[config.mk]
export PLATFORM = sky130hd
export DESIGN_NAME = ptc_core
export DESIGN_NICKNAME = d
export VERILOG_FILES = /design/src/hdl/ptc_core.v
export VERILOG_INCLUDE_DIRS = /design/src /design/src/hdl
export SDC_FILE = /design/constraint.sdc
export NUM_CORES = 1
export LEC_CHECK = 0
export BUFFER_PORTS_ARGS = -buffer_cell sky130_fd_sc_hd__buf_2
export CAP_MARGIN = 20
export CORE_MARGIN = 10
export CORE_UTILIZATION = 65
export DETAILED_ROUTE_END_ITERATION = 8
export GPL_ROUTABILITY_DRIVEN = 0
export HOLD_SLACK_MARGIN = 0.08
export PLACE_DENSITY = 0.95
export SYNTH_ARGS = -nofsm -noshare
export SYNTH_HDL_FRONTEND = slang
export SYNTH_SLANG_ARGS = --single-unit
[constraint.sdc]
create_clock -name sys_clk_i -period 7.4 [get_ports sys_clk_i]
set_clock_uncertainty 0.15 [all_clocks]
set_input_delay 1.48 -clock sys_clk_i [delete_from_list [all_inputs] [get_ports sys_clk_i]]
set_output_delay 1.48 -clock sys_clk_i [all_outputs]
set_load 0.1 [all_outputs]
[src/hdl/ptc_regs.vh]
// Register offsets, field positions, reset values and timing counts of the periodic timer core
//
// Functional notes
// RULE_01: Ten-bit up-counter, internal or external clock.
// RULE_02: Comparators A and P check every count.
// RULE_03: Software clears counter only via run rising.
// RULE_04: Overflow or selected match clears, raises flag.
// RULE_05: Count readable as low/high read-only bytes.
// RULE_06: Compare A and P byte pairs, reset zero.
// RULE_07: Pause holds count; resume from held value.
// RULE_08: Clock select picks divided, sub, pin edges.
// RULE_09: Run enable counts; off stops and powers down.
// RULE_10: Run rising zeroes count; falling keeps it.
// RULE_11: Run rising forces output to initial level (code: compare mode only).
// RULE_12: Mode field picks compare, capture, PWM, counter.
// RULE_13: Software stops timer before changing mode.
// RULE_14: Timer/counter mode leaves output pin undriven.
// RULE_15: Two input pins, one output pin.
// RULE_16: Capture source: input pin or count pin.
// RULE_17: Clear select: A match, else P/overflow (code: A match only in compare and counter modes).
// RULE_18: Pin function on A match: hold/low/high/toggle.
// RULE_19: Invert bit flips output, not in counter mode.
// RULE_20: Count pin synchronised, one step per edge.
// RULE_21: Overflow is wrap from all ones to zero.
`ifndef PTC_REGS_VH
`define PTC_REGS_VH
// ------------------------------------------------------------
// Register offsets
// ------------------------------------------------------------
`define PTC_ADDR_W        3
`define PTC_OFS_CTRL_MAIN 3'h0
`define PTC_OFS_CTRL_MODE 3'h1
`define PTC_OFS_CNT_LO    3'h2
`define PTC_OFS_CNT_HI    3'h3
`define PTC_OFS_CMPA_LO   3'h4
`define PTC_OFS_CMPA_HI   3'h5
`define PTC_OFS_CMPP_LO   3'h6
`define PTC_OFS_CMPP_HI   3'h7
// ------------------------------------------------------------
// Field positions
// ------------------------------------------------------------
`define PTC_MAIN_PAUSE    7
`define PTC_MAIN_CKSEL_HI 6
`define PTC_MAIN_CKSEL_LO 4
`define PTC_MAIN_RUN      3
`define PTC_MODE_MODE_HI  7
`define PTC_MODE_MODE_LO  6
`define PTC_MODE_PFN_HI   5
`define PTC_MODE_PFN_LO   4
`define PTC_MODE_INIT     3
`define PTC_MODE_INV      2
`define PTC_MODE_CAPSRC   1
`define PTC_MODE_CLRSEL   0
`define PTC_MAIN_MASK     8'hf8
// ------------------------------------------------------------
// Reset values and encodings
// ------------------------------------------------------------
`define PTC_RST_BYTE      8'h00
`define PTC_RST_CNT       10'h000
`define PTC_CNT_MAX       10'h3ff
`define PTC_MD_CMP        2'h0
`define PTC_MD_CAP        2'h1
`define PTC_MD_PWM        2'h2
`define PTC_MD_TMR        2'h3
`define PTC_CK_SYS4       3'h0
`define PTC_CK_SYS        3'h1
`define PTC_CK_H16        3'h2
`define PTC_CK_H64        3'h3
`define PTC_CK_SUB0       3'h4
`define PTC_CK_SUB1       3'h5
`define PTC_CK_PINR       3'h6
`define PTC_CK_PINF       3'h7
`define PTC_PF_HOLD       2'h0
`define PTC_PF_LOW        2'h1
`define PTC_PF_HIGH       2'h2
`define PTC_PF_TOG        2'h3
// ------------------------------------------------------------
// Timing counts
// ------------------------------------------------------------
`define PTC_DIV_SYS4      2'h3
`endif

[src/hdl/ptc_core.v]
// Periodic timer core: counter, comparators, register file and pin logic
//
// Decided for this implementation: the address map and the address-and-strobe port.
`include "ptc_regs.vh"
module ptc_core (
  input  wire       sys_clk_i,
  input  wire       nrst_i,
  input  wire [2:0] addr_i,
  input  wire [7:0] wdata_i,
  input  wire       wr_i,
  input  wire       rd_i,
  output reg  [7:0] rdata_o,
  input  wire       high_clk_tick_i,
  input  wire       sub_clk_tick_i,
  input  wire       external_count_pin_i,
  input  wire       capture_input_pin_i,
  output reg        timer_output_pin_o,
  output reg        timer_output_pin_oe_n_o,
  output reg        match_a_flag_o,
  output reg        match_p_flag_o,
  output reg        capture_flag_o,
  output reg        module_power_on_o
);

  // ------------------------------------------------------------
  // Register file
  // ------------------------------------------------------------
  reg [7:0] ctrl_main_q;
  reg [7:0] ctrl_mode_q;
  reg [9:0] cmp_a_q;
  reg [9:0] cmp_p_q;
  reg [9:0] cnt_q;
  reg       run_dly_q;
  reg [1:0] sys_div_q;
  reg [3:0] h16_q;
  reg [5:0] h64_q;
  reg [2:0] ext_sync_q;
  reg [2:0] cap_sync_q;
  reg       ext_lvl_q;
  reg       cap_lvl_q;
  reg       pin_lvl_q;
  reg       cap_pend_q;
  reg [9:0] cap_val_q;

  wire       run_en   = ctrl_main_q[`PTC_MAIN_RUN];
  wire       pause    = ctrl_main_q[`PTC_MAIN_PAUSE];
  wire [2:0] ck_sel   = ctrl_main_q[`PTC_MAIN_CKSEL_HI:`PTC_MAIN_CKSEL_LO];
  wire [1:0] mode_sel = ctrl_mode_q[`PTC_MODE_MODE_HI:`PTC_MODE_MODE_LO];
  wire [1:0] pin_fn   = ctrl_mode_q[`PTC_MODE_PFN_HI:`PTC_MODE_PFN_LO];
  wire       init_lvl = ctrl_mode_q[`PTC_MODE_INIT];
  wire       inv      = ctrl_mode_q[`PTC_MODE_INV];
  wire       cap_src  = ctrl_mode_q[`PTC_MODE_CAPSRC];
  wire       clr_sel  = ctrl_mode_q[`PTC_MODE_CLRSEL];
  wire       run_rise = run_en & ~run_dly_q;

  // ------------------------------------------------------------
  // Pin synchronisers
  // ------------------------------------------------------------
  // Only stages 1 and 2 are looked at; stage 0 may be metastable
  always @(posedge sys_clk_i) begin
    if (!nrst_i) begin
      ext_sync_q <= 3'h0;
      cap_sync_q <= 3'h0;
      ext_lvl_q  <= 1'b0;
      cap_lvl_q  <= 1'b0;
    end else begin
      ext_sync_q <= {ext_sync_q[1:0], external_count_pin_i}; // RULE_20
      cap_sync_q <= {cap_sync_q[1:0], capture_input_pin_i};
      if (ext_sync_q[1] == ext_sync_q[2])
        ext_lvl_q <= ext_sync_q[2];
      if (cap_sync_q[1] == cap_sync_q[2])
        cap_lvl_q <= cap_sync_q[2];
    end
  end

  // Edge of the filtered level counts once per agreed change
  wire ext_new  = (ext_sync_q[1] == ext_sync_q[2]) ? ext_sync_q[2] : ext_lvl_q;
  wire cap_new  = (cap_sync_q[1] == cap_sync_q[2]) ? cap_sync_q[2] : cap_lvl_q;
  wire ext_rise = ext_new & ~ext_lvl_q;
  wire ext_fall = ~ext_new & ext_lvl_q;
  wire cap_rise = cap_new & ~cap_lvl_q;
  wire cap_fall = ~cap_new & cap_lvl_q;

  // ------------------------------------------------------------
  // Clock prescalers
  // ------------------------------------------------------------
  // Dividers only run while the module is powered, saving toggles
  always @(posedge sys_clk_i) begin
    if (!nrst_i || !run_en) begin
      sys_div_q <= 2'h0;
      h16_q     <= 4'h0;
      h64_q     <= 6'h0;
    end else begin
      sys_div_q <= sys_div_q + 2'h1;
      if (high_clk_tick_i) begin
        h16_q <= h16_q + 4'h1;
        h64_q <= h64_q + 6'h1;
      end
    end
  end

  // Count step selection
  reg tick;
  always @* begin
    tick = 1'b0;
    case (ck_sel) // RULE_08
      `PTC_CK_SYS4: tick = (sys_div_q == `PTC_DIV_SYS4);
      `PTC_CK_SYS:  tick = 1'b1;
      `PTC_CK_H16:  tick = high_clk_tick_i & (h16_q == 4'hf);
      `PTC_CK_H64:  tick = high_clk_tick_i & (h64_q == 6'h3f);
      `PTC_CK_SUB0: tick = sub_clk_tick_i;
      `PTC_CK_SUB1: tick = sub_clk_tick_i;
      `PTC_CK_PINR: tick = ext_rise; // RULE_20
      `PTC_CK_PINF: tick = ext_fall;
      default:      tick = 1'b0;
    endcase
  end

  // ------------------------------------------------------------
  // Counter and comparators
  // ------------------------------------------------------------
  wire       step     = run_en & ~run_rise & ~pause & tick; // RULE_09 RULE_07
  wire [9:0] cnt_inc  = cnt_q + 10'h001; // RULE_01
  wire       overflow = step & (cnt_q == `PTC_CNT_MAX); // RULE_21
  // Comparators look at the freshly advanced value, so each change is checked
  wire       hit_a    = step & (cnt_inc == cmp_a_q); // RULE_02
  wire       hit_p    = step & (cnt_inc == cmp_p_q) & (cmp_p_q != 10'h000);
  wire       is_cmp   = (mode_sel == `PTC_MD_CMP) | (mode_sel == `PTC_MD_TMR);
  wire       is_cap   = (mode_sel == `PTC_MD_CAP);
  // Counter clear: A match or P match / overflow when P is zero
  wire       clr_a    = is_cmp & clr_sel & hit_a; // RULE_17
  wire       clr_p    = (~(is_cmp & clr_sel)) & (hit_p | (overflow & (cmp_p_q == 10'h000)));
  wire       auto_clr = clr_a | clr_p; // RULE_04

  always @(posedge sys_clk_i) begin
    if (!nrst_i) begin
      cnt_q     <= `PTC_RST_CNT;
      run_dly_q <= 1'b0;
    end else begin
      run_dly_q <= run_en;
      if (run_rise)
        cnt_q <= `PTC_RST_CNT; // RULE_10 RULE_03
      else if (auto_clr)
        cnt_q <= `PTC_RST_CNT; // RULE_04
      else if (step)
        cnt_q <= cnt_inc;
    end
  end

  // ------------------------------------------------------------
  // Flags, one cycle pulses, and the power output that follows run
  // ------------------------------------------------------------
  wire cap_edge_sel = cap_src ? 1'b0 : 1'b1;
  wire cap_r = cap_src ? ext_rise : cap_rise; // RULE_16
  wire cap_f = cap_src ? ext_fall : cap_fall;
  reg  cap_hit;
  always @* begin
    cap_hit = 1'b0;
    case (pin_fn)
      2'h0:    cap_hit = cap_r;
      2'h1:    cap_hit = cap_f;
      2'h2:    cap_hit = cap_r | cap_f;
      default: cap_hit = 1'b0;
    endcase
  end
  wire do_cap = is_cap & run_en & cap_hit & cap_edge_sel | is_cap & run_en & cap_hit & cap_src;

  always @(posedge sys_clk_i) begin
    if (!nrst_i) begin
      match_a_flag_o    <= 1'b0;
      match_p_flag_o    <= 1'b0;
      capture_flag_o    <= 1'b0;
      module_power_on_o <= 1'b0;
    end else begin
      // P flag suppressed when A clears the counter in compare modes
      match_a_flag_o    <= is_cap ? 1'b0 : hit_a; // RULE_04
      match_p_flag_o    <= clr_p & ~(is_cmp & clr_sel);
      capture_flag_o    <= do_cap;
      module_power_on_o <= run_en; // RULE_09
    end
  end

  // ------------------------------------------------------------
  // Output pin
  // ------------------------------------------------------------
  // Only compare output action is modelled; PWM mode holds the pin level left from compare mode
  always @(posedge sys_clk_i) begin
    if (!nrst_i) begin
      pin_lvl_q <= 1'b0;
    end else if (run_rise && mode_sel == `PTC_MD_CMP) begin
      pin_lvl_q <= init_lvl; // RULE_11
    end else if (mode_sel == `PTC_MD_CMP && hit_a) begin
      case (pin_fn) // RULE_18
        `PTC_PF_LOW:  pin_lvl_q <= 1'b0;
        `PTC_PF_HIGH: pin_lvl_q <= 1'b1;
        `PTC_PF_TOG:  pin_lvl_q <= ~pin_lvl_q;
        default:      pin_lvl_q <= pin_lvl_q;
      endcase
    end
  end

  always @(posedge sys_clk_i) begin
    if (!nrst_i) begin
      timer_output_pin_o      <= 1'b0;
      timer_output_pin_oe_n_o <= 1'b1;
    end else begin
      timer_output_pin_o      <= (mode_sel == `PTC_MD_TMR) ? 1'b0 : (pin_lvl_q ^ inv); // RULE_19
      timer_output_pin_oe_n_o <= (mode_sel == `PTC_MD_TMR) | is_cap; // RULE_14 RULE_15
    end
  end

  // ------------------------------------------------------------
  // Register writes and reads
  // ------------------------------------------------------------
  // Capture loads compare A; a software write in the same cycle loses to it
  always @(posedge sys_clk_i) begin
    if (!nrst_i) begin
      ctrl_main_q <= `PTC_RST_BYTE;
      ctrl_mode_q <= `PTC_RST_BYTE;
      cmp_a_q     <= `PTC_RST_CNT; // RULE_06
      cmp_p_q     <= `PTC_RST_CNT;
      cap_pend_q  <= 1'b0;
      cap_val_q   <= `PTC_RST_CNT;
    end else begin
      cap_pend_q <= 1'b0;
      cap_val_q  <= cnt_q;
      if (wr_i) begin
        case (addr_i) // RULE_12
          `PTC_OFS_CTRL_MAIN: ctrl_main_q <= wdata_i & `PTC_MAIN_MASK;
          `PTC_OFS_CTRL_MODE: ctrl_mode_q <= wdata_i;
          `PTC_OFS_CMPA_LO:   cmp_a_q[7:0] <= wdata_i;
          `PTC_OFS_CMPA_HI:   cmp_a_q[9:8] <= wdata_i[1:0];
          `PTC_OFS_CMPP_LO:   cmp_p_q[7:0] <= wdata_i;
          `PTC_OFS_CMPP_HI:   cmp_p_q[9:8] <= wdata_i[1:0];
          default:            cap_pend_q <= 1'b0;
        endcase
      end
      if (do_cap)
        cmp_a_q <= cnt_q;
    end
  end

  // Read data stand for exactly one cycle after the strobe
  always @(posedge sys_clk_i) begin
    if (!nrst_i) begin
      rdata_o <= `PTC_RST_BYTE;
    end else if (rd_i) begin
      case (addr_i) // RULE_05
        `PTC_OFS_CTRL_MAIN: rdata_o <= ctrl_main_q;
        `PTC_OFS_CTRL_MODE: rdata_o <= ctrl_mode_q;
        `PTC_OFS_CNT_LO:    rdata_o <= cnt_q[7:0];
        `PTC_OFS_CNT_HI:    rdata_o <= {6'h00, cnt_q[9:8]};
        `PTC_OFS_CMPA_LO:   rdata_o <= cmp_a_q[7:0];
        `PTC_OFS_CMPA_HI:   rdata_o <= {6'h00, cmp_a_q[9:8]};
        `PTC_OFS_CMPP_LO:   rdata_o <= cmp_p_q[7:0];
        `PTC_OFS_CMPP_HI:   rdata_o <= {6'h00, cmp_p_q[9:8]};
        default:            rdata_o <= `PTC_RST_BYTE;
      endcase
    end else begin
      rdata_o <= `PTC_RST_BYTE;
    end
  end

endmodule

# After elaboration in Yosys (flattened, before gate mapping)
# Cells that the tools add are included.
[word_totals]
regBits = 78
in_bits = 19
out_inout_bits = 14
wordCells = 136
[op_classes]
n_addsub = 4
eq_ne = 27
mux = 15
bitwise_logic = 40
reduce_logical = 28
[ops]
columns = ["operator", "count"]
rows = [
  ["$pmux 8 s8", 1],
  ["$eq 3x3->1 const B", 8],
  ["$and 1x1->1", 23],
  ["$eq 10x10->1", 2],
  ["$mux 10", 2],
  ["$reduce_and 2->1", 8],
  ["$eq 3x2->1 const B", 4],
  ["$add 10x1->10 const B", 1],
  ["$eq 10x10->1 const B", 1],
  ["$logic_not 10->1", 1],
  ["$not 1->1", 10],
  ["$reduce_bool 10->1", 1],
  ["$eq 2x2->1 const B", 4],
  ["$mux 8", 1],
  ["$reduce_bool 2->1", 4],
  ["$mux 1", 7],
  ["$pmux 1 s7", 1],
  ["$add 6x1->6 const B", 1],
  ["$eq 3x1->1 const B", 2],
  ["$eq 6x6->1 const B", 1],
  ["$logic_not 3->1", 2],
  ["$or 1x1->1", 6],
  ["$pmux 1 s3", 2],
  ["$reduce_or 2->1", 3],
  ["13 further kinds", 18],
]

# Logic depth before layout (Yosys ltp)
# Gate-level depths: netlist of the first run.
[depth]
ltp_word = 12
depth_mapped = 8
depth_no_buf = 7

# Least setup slack after synthesis of the first run
# Ideal clock, no wire load.
[synth_timing]
path_kind = "input port to flip-flop"
from = "input port addr_i[2]"
to = "register cmp_a_q[0]"
setup_ns = 0.138
arrival_time_ns = 2.747
t_required_ns = 7.112
path_slack_ns = 4.366
stages = 5
path_buffers = 1
cell_sequence = "clkbuf_1 nand2_1 nor3_2 mux2i_1 a211oi_1"
[synth_between]
elab_chain_len = 3
[synth_rtl]
columns = ["item", "line", "text"]
rows = [
  ["start, declared", "ptc_core.v:8", "input wire [2:0] addr_i,"],
  ["$eq 3x3->1", "ptc_core.v:228", "case (addr_i)"],
  ["$reduce_bool 2->1 (no source line)", "-", ""],
  ["$reduce_and 2->1 (no source line)", "-", ""],
  ["end signal, assigned", "ptc_core.v:220", "cmp_a_q <= `PTC_RST_CNT;"],
  ["end signal, assigned", "ptc_core.v:231", "`PTC_OFS_CMPA_LO: cmp_a_q[7:0] <= wdata_i;"],
  ["end signal, assigned", "ptc_core.v:239", "cmp_a_q <= cnt_q;"],
  ["end, declared", "ptc_core.v:30", "reg [9:0] cmp_a_q;"],
]
# Every way passes these cells.
# A chain may end at the register's enable or synchronous reset.

# Worst setup path after layout of the first run
[layout_timing]
from = "register cnt_q[3]"
to = "register cnt_q[6]"
[layout_between]
elab_chain_len = 8
word_cells_on_any_way = 14
classes_between = "1 x add/sub; 3 x eq/ne; 9 x bitwise; 1 x reduce/logical"
[layout_rtl]
columns = ["item", "line", "text"]
rows = [
  ["start, declared", "ptc_core.v:32", "reg [9:0] cnt_q;"],
  ["start signal, assigned", "ptc_core.v:137", "cnt_q <= `PTC_RST_CNT;"],
  ["start signal, assigned", "ptc_core.v:142", "cnt_q <= `PTC_RST_CNT;"],
  ["start signal, assigned", "ptc_core.v:144", "cnt_q <= `PTC_RST_CNT;"],
  ["$add 10x1->10", "ptc_core.v:123", "wire [9:0] cnt_inc = cnt_q + 10'h001;"],
  ["$eq 10x10->1", "ptc_core.v:127", "wire hit_p = step & (cnt_inc == cmp_p_q) & (cmp_p_q != 10'h000);"],
  ["$and 1x1->1 (2 in a row)", "ptc_core.v:127", ""],
  ["$or 1x1->1", "ptc_core.v:132", "wire clr_p = (~(is_cmp & clr_sel)) & (hit_p | (overflow & (cmp_p_q == 10'h000)));"],
  ["$and 1x1->1", "ptc_core.v:132", ""],
  ["$or 1x1->1", "ptc_core.v:133", "wire auto_clr = clr_a | clr_p;"],
  ["$reduce_or 3->1 (no source line)", "-", ""],
]
# Parallel ways exist; a longest one is shown, timed or not.

==> qor.yml, run 1 <==
clock_sinks: 78
first_pass_iters: 5
insertion_delay_ns: 0.37
fin_cells: 585
grt_use_total_pct: 22.7
num_vias: 4033
r2r_end: "cnt_q[6]$_SDFFE_PP0P_"
detail-route-antenna-nets: 0
die_x_um: 101
cts_buffers: 9
synthArstFlopShare_pct: 0
cts_resized: 0
fmax_ghz: 0.305
die_height_um: 101
h-tree-depth: 3
p_per_area_mw_per_mm2: 176
drc: 0
dieArea_sq_mm: 0.0102
hold_class: "register to register"
start_util_pct: 67.1
reg2reg_depth: 6
crit-reg2reg-launch: "cnt_q[3]$_SDFFE_PP0P_"
post-route-period-util_pct: 44.3
clockRootBuffer: "clkbuf_8"
cp.required_ns: 7.48
clk_pin_slew_ns: 0.09
period_needed_ns: 3.28
antenna_cells: 0
antenna_found_initial: 0
synth.most_common_cell: "dfxtp_1"
status: "complete, no violations"
synth_top_area_share_pct: 36.4
p_leak_nw: 1.73
worst_ep_arrival_time_ns: 3.36
grt_pass1_vias: 3872
totalNegativeSetupSlack_ns: 0
synth_area_sq_mm: 0.00429
coreArea_sq_mm: 0.00639
synth_edf_count: 0
crit_fanout: 11
grt_max_degree: 40
fin_util_pct: 72.5
peakVddDrop_mv: 0.232
grt_overflow: 0
cp-end-kind: "register"
startpoint_type: "register"
place.detailed.hpwl_mm: 8.29
tightest_slew_ns: 0.987
worst_slew_margin_rel_pct: 33.7
vias_per_cell: 6.89
syn_avg_cell_area_sq_um: 8.77
setup_viol: 0
ys_ff_latch: 78
path_cells: "nand3_1 > o311ai_1 > a21boi_0 > or4b_4 > o31ai_4 > nor3_1"
grt_pass1_wl_mm: 18.9
wl_mm: 11.9
synth_area_leader_cell: "dfxtp_1"
synth.distinct_cells: 65
post_cts_buffers: 0
syn_nets: 515
synthCells: 489
drt_iter0_drc: 592
worst_path_max_delay_cell: "dfxtp_1"
synth-main-ff-cell: "dfxtp_1"
whs_endpoint: "sys_div_q[0]$_SDFF_PP0_"
yosys-top-cells-area: "dfxtp_1 36%, mux2i_1 4.9%, xnor2_1 4.7%"
wire_per_inst_um: 20.3
drive_gt1_share_pct: 13.2
cts_tree: "yes"
nets: 529
cts.path.max_buffers: 2
r2r_setup_slack_ns: 4.12
rsz0062_at_grt: "no"
hold_depth: 1
port_buffers: 32
hp-start: "sys_div_q[0]$_SDFF_PP0_"
io_pins: 33
finalMaxSlewViolations: 0
finalHoldViolCount: 0
synthToLayoutAreaGrowth_pct: 8.00
cts_hold_buf: 0
slowest_delay_ns: 0.64
synth_commonest_cells: "78 x dfxtp_1, 51 x nand2_1, 46 x nor2_1"
ys_warn_count: 0
dp.cells: 568
synth-seq-area-share_pct: 36.4
critical_path_class: "register to register"
rows: 29
drv_cap: 0
==> worst max-delay path by stage <==
stage,to,slack [ns],startpoint,depth (start not counted)
final,cnt_q[6]$_SDFFE_PP0P_,4.12,cnt_q[3]$_SDFFE_PP0P_,6
after global routing,cnt_q[8]$_SDFFE_PP0P_,4.04,cnt_q[0]$_SDFFE_PP0P_,7
after CTS,cnt_q[6]$_SDFFE_PP0P_,4.23,cnt_q[0]$_SDFFE_PP0P_,7
after detailed placement,cmp_a_q[3]$_SDFFE_PN0P_,4.11,addr_i[2],5
after global placement,cmp_a_q[6]$_SDFFE_PN0P_,4.22,addr_i[2],5
after floorplan,cmp_a_q[0]$_SDFFE_PN0P_,4.37,addr_i[2],5
==> critical path, delay by kind of cell (launching register included) <==
| kind | cells | cell delay [ns] |
|---|---|---|
| AOI/OAI and AO/OA | 3 | 1.25 |
| and+or+nand+nor | 3 | 1.10 |
| DFF | 1 | 0.64 |
==> cells by family after synthesis <==
group	Yosys count	synth area share, %
AND/OR/NAND/NOR	203	24.5
buffers and inverters	42	4.32
XOR/XNOR	41	9.37
AO/OA/AOI/OAI	88	14.5
flip-flops	78	36.4
adder cells (fa/ha/maj)	7	2.04
multiplexers	30	8.84
==> state kept, by name (all words and copies together), names as in the netlist <==
register                 count
h16_q                        4
module_power_on_o            1
cmp_a_q                     10
cap_lvl_q                    1
cap_sync_q                   3
ext_lvl_q                    1
ctrl_mode_q                  8
cmp_p_q                     10
match_p_flag_o               1
h64_q                        6
sys_div_q                    2
ctrl_main_q                  5
rdata_o                      8
cnt_q                       10
ext_sync_q                   3
timer_output_pin_o           1
match_a_flag_o               1
timer_output_pin_oe_n_o      1
capture_flag_o               1
pin_lvl_q                    1
==> metrics by stage <==
step / cell area [sq um] / power, W / hold WS, ns / setup WS (ns)
floorplan: 4290 / 0.000483 / 0.249 / 4.37
global placement: 4400 / 0.000499 / 0.257 / 4.22
detailed placement: 4400 / 0.000502 / 0.264 / 4.11
CTS: 4600 / 0.000810 / 0.277 / 4.23
global route: 4630 / 0.000839 / 0.284 / 4.04
finish: 4630 / 0.000816 / 0.273 / 4.12
==> layout make-up <==
type                       instances  area, sq um
fill                             434         1760
inverter                          12         45.0
clock buffer                       9          124
clock inverter                     7         75.1
sequential                        78         1560
timing repair buffer              33          188
multi-input combinational        369         2540
tap                               77         96.3
==> power breakdown <==
group	total (W)	internal, W	switching (W)
sequential	0.000434	0.000426	0.00000824
combinational	0.0000634	0.0000226	0.0000408
clock	0.000319	0.000133	0.000186
total	0.000816	0.000581	0.000235
==> placed cells by master (no fill, tap or decap), types with 3 or more instances in the layout <==
cell / instances
ha_1: 7
nand2_1: 51
inv_8: 3
xor2_1: 14
nor4b_1: 4
o21ai_0: 7
nor3_1: 17
nand3_1: 17
a211oi_1: 12
nor2_1: 46
mux2_2: 3
dfxtp_1: 78
nor2b_1: 4
a21oi_1: 31
a22oi_1: 5
o22ai_1: 3
and3_1: 8
nand2b_1: 10
xnor2_1: 23
o2111ai_1: 3
nand4_1: 11
nor4_1: 8
buf_2: 32
mux2i_1: 21
mux4_2: 6
clkbuf_8: 9
and2_1: 8
or3_1: 4
inv_1: 12
o211a_1: 3
==> routing by layer <==
layer | GRT usage [%] | vias to the layer above | share of wire (%)
li1 | - | 1791 | -
met2 | 36.7 | 309 | 46
met1 | 26.5 | 1853 | 36
met3 | 8.44 | 80 | 13
met4 | 9.22 | 0 | 4.5
met5 | 0 | - | 0
Note: power is estimated with default switching activity, not from simulation.
==> run 2, diff against run 1 <==
- CORE_UTILIZATION: 65 -> 60
- PLACE_DENSITY: 0.95 -> 0.92
- clock period: 7.4 -> 3.2 ns (I/O delays scaled with it)
==> run 2 against run 1 <==
Net effect: fmax rose by 7.3%; die area increased by 6.7%; sequential power up 130%; setup slack got worse by 4.0 ns; sequential cell count did not move; largest cell class unchanged; clock power grew 140%; cell count rose by 4.8%; critical path depth did not move; power increased by 140%; via count up 0.92%.
==> qor.yml, run 2 (synthesis results as in run 1) <==
status: "complete, no violations"
critical_path_class: "register to register"
fin_cells: 613  # +4.8%
grt_max_degree: 40  # unchanged
crit_buf_inv: 0  # unchanged
antenna_found_initial: 0  # unchanged
h-tree-depth: 3  # unchanged
insertion_delay_ns: 0.37  # about the same
peakVddDrop_mv: 0.315  # +36%
grt_pass1_vias: 4020  # +3.8%
cts_buffers: 9  # unchanged
grt_use_total_pct: 21.9  # -0.81 points
fmax_ghz: 0.327  # +7.3%
startpoint_type: "register"
intPower_w: 0.00141  # +140%
seq_power_share_pct: 52.0  # -1.1 points
rsz0062_at_grt: "no"
rows: 30  # +3.4%
mostFrequentLayoutCells: "78 x dfxtp_1, 51 x nand2_1, 46 x nor2_1, 32 x buf_2, 31 x a21oi_1"
crit_fanout: 12  # +1
power.net_switching_w: 0.000518  # +120%
synthToLayoutAreaGrowth_pct: 10.2
vias_per_cell: 6.64  # -3.7%
wire_per_inst_um: 19.8  # -2.1%
dp.cells: 596  # +4.9%
reg.largest.list: "cmp_a_q (10), cmp_p_q (10), cnt_q (10)"
die_height_um: 105  # +3.3%
worst_path_max_delay_cell: "dfxtp_1"
first_pass_iters: 8  # +3
path_cells: "nand4_1 > o311ai_1 > a21boi_0 > or4b_4 > o31ai_4 > nor3_1"
place.detailed.hpwl_mm: 8.53  # +2.9%
clock_power_share_pct: 40.3  # +1.2 points
totalNegativeSetupSlack_ns: 0  # unchanged
detail-route-antenna-nets: 0  # unchanged
cp-end-kind: "register"
drv_cap: 0  # unchanged
die_x_um: 105  # +3.3%
setup_viol: 0  # unchanged
finalMaxSlewViolations: 0  # unchanged
clockRootBuffer: "clkbuf_8"
port_buffers: 32  # unchanged
worst_ep_arrival_time_ns: 3.13  # -0.23 ns
slowest_delay_ns: 0.64  # about the same
cts.path.max_buffers: 2  # unchanged
period_needed_ns: 3.05  # -0.223 ns
tightest_slew_ns: 0.888  # -0.0996 ns
dieArea_sq_mm: 0.0109  # +6.7%
antenna_cells: 0  # unchanged
worst_slew_margin_rel_pct: 40.6  # +6.9 points
finalHoldViolCount: 0  # unchanged
cts_tree: "yes"
drc: 0  # unchanged
p_comb_share_pct: 7.8  # about the same
num_vias: 4070  # +0.92%
coreArea_sq_mm: 0.00687  # +7.6%
grt_overflow: 0  # unchanged
crit_family: "compound AO/OA/AOI/OAI gates"
cp.required_ns: 3.28  # -4.20 ns
p_per_area_mw_per_mm2: 408  # +130%
clk_pin_slew_ns: 0.08  # about the same
grt_pass1_wl_mm: 20.0  # +5.6%
cts_hold_buf: 0  # unchanged
hold_class: "register to register"
clock_sinks: 78  # unchanged
sw_frac_of_total_pct: 26.9  # -1.9 points
io_pins: 33  # unchanged
p_leak_nw: 1.79  # +3.0%
cts_resized: 0  # unchanged
start_util_pct: 62.4  # -4.7 points
drt_iter0_drc: 544  # -8.1%
wl_mm: 12.2  # +2.6%
post-route-period-util_pct: 95.5  # +51 points
final_common_cell: "dfxtp_1"
post_cts_buffers: 0  # unchanged
nets: 538  # +1.7%
drive_gt1_share_pct: 14.7  # +1.5 points
run 2: cell types whose count changed in the layout (fill, tap and decap cells not counted):
| cell | delta |
|---|---|
| buf_4 | +9 |
| bufinv_16 | +1 |
| clkinv_2 | +1 |
| clkinv_4 | -1 |
| clkinv_8 | -1 |
| inv_6 | +2 |
| inv_8 | -2 |
run 2: path summary, 6_finish.rpt:
path	startpoint	end	slack (ns)	cells after the start
worst max-delay path	cnt_q[5]$_SDFFE_PP0P_	cnt_q[3]$_SDFFE_PP0P_	0.15	6
worst min-delay path	ext_sync_q[0]$_SDFF_PN0_	ext_sync_q[1]$_SDFF_PN0_	0.30	1
worst max register to register	cnt_q[5]$_SDFFE_PP0P_	cnt_q[3]$_SDFFE_PP0P_	0.15	6
worst min register to register	ext_sync_q[0]$_SDFF_PN0_	ext_sync_q[1]$_SDFF_PN0_	0.30	1
run 2: routing by layer:
metal	global-route usage, %	share of wire [%]	up-vias
li1	-	-	1804
met1	26.1	38	1873
met2	35.0	46	315
met3	6.20	11	78
met4	11.3	5.0	0
met5	0	0	-
run 2: through the flow:
step | hold WS [ns] | total power (W) | utilization [%] | area (sq um) | setup WS [ns]
CTS | 0.303 | 0.00192 | 68.4 | 4700 | 0.252
floorplan | 0.249 | 0.00112 | - | 4290 | 0.341
finish | 0.296 | 0.00193 | 68.8 | 4730 | 0.145
global route | 0.326 | 0.00198 | 68.8 | 4730 | 0.0791
detailed placement | 0.271 | 0.00116 | 65.4 | 4500 | 0.317
global placement | 0.259 | 0.00116 | 65.4 | 4500 | 0.485
run 2: final cells by class:
cell class                 count  area [sq um]
fill                         499          2140
sequential                    78          1560
inverter                      12          45.0
timing repair buffer          42           255
tap                           96           120
clock buffer                   9           124
clock inverter                 7          80.1
multi-input combinational    369          2540
run 2: power by group through the flow:
stage / logic [W] / registers, W / clock network [W]
floorplan: 0.0000862 / 0.00103 / 0
global placement: 0.000135 / 0.00102 / 0
detailed placement: 0.000139 / 0.00102 / 0
CTS: 0.000141 / 0.00100 / 0.000775
global route: 0.000160 / 0.00100 / 0.000812
finish: 0.000150 / 0.00100 / 0.000776
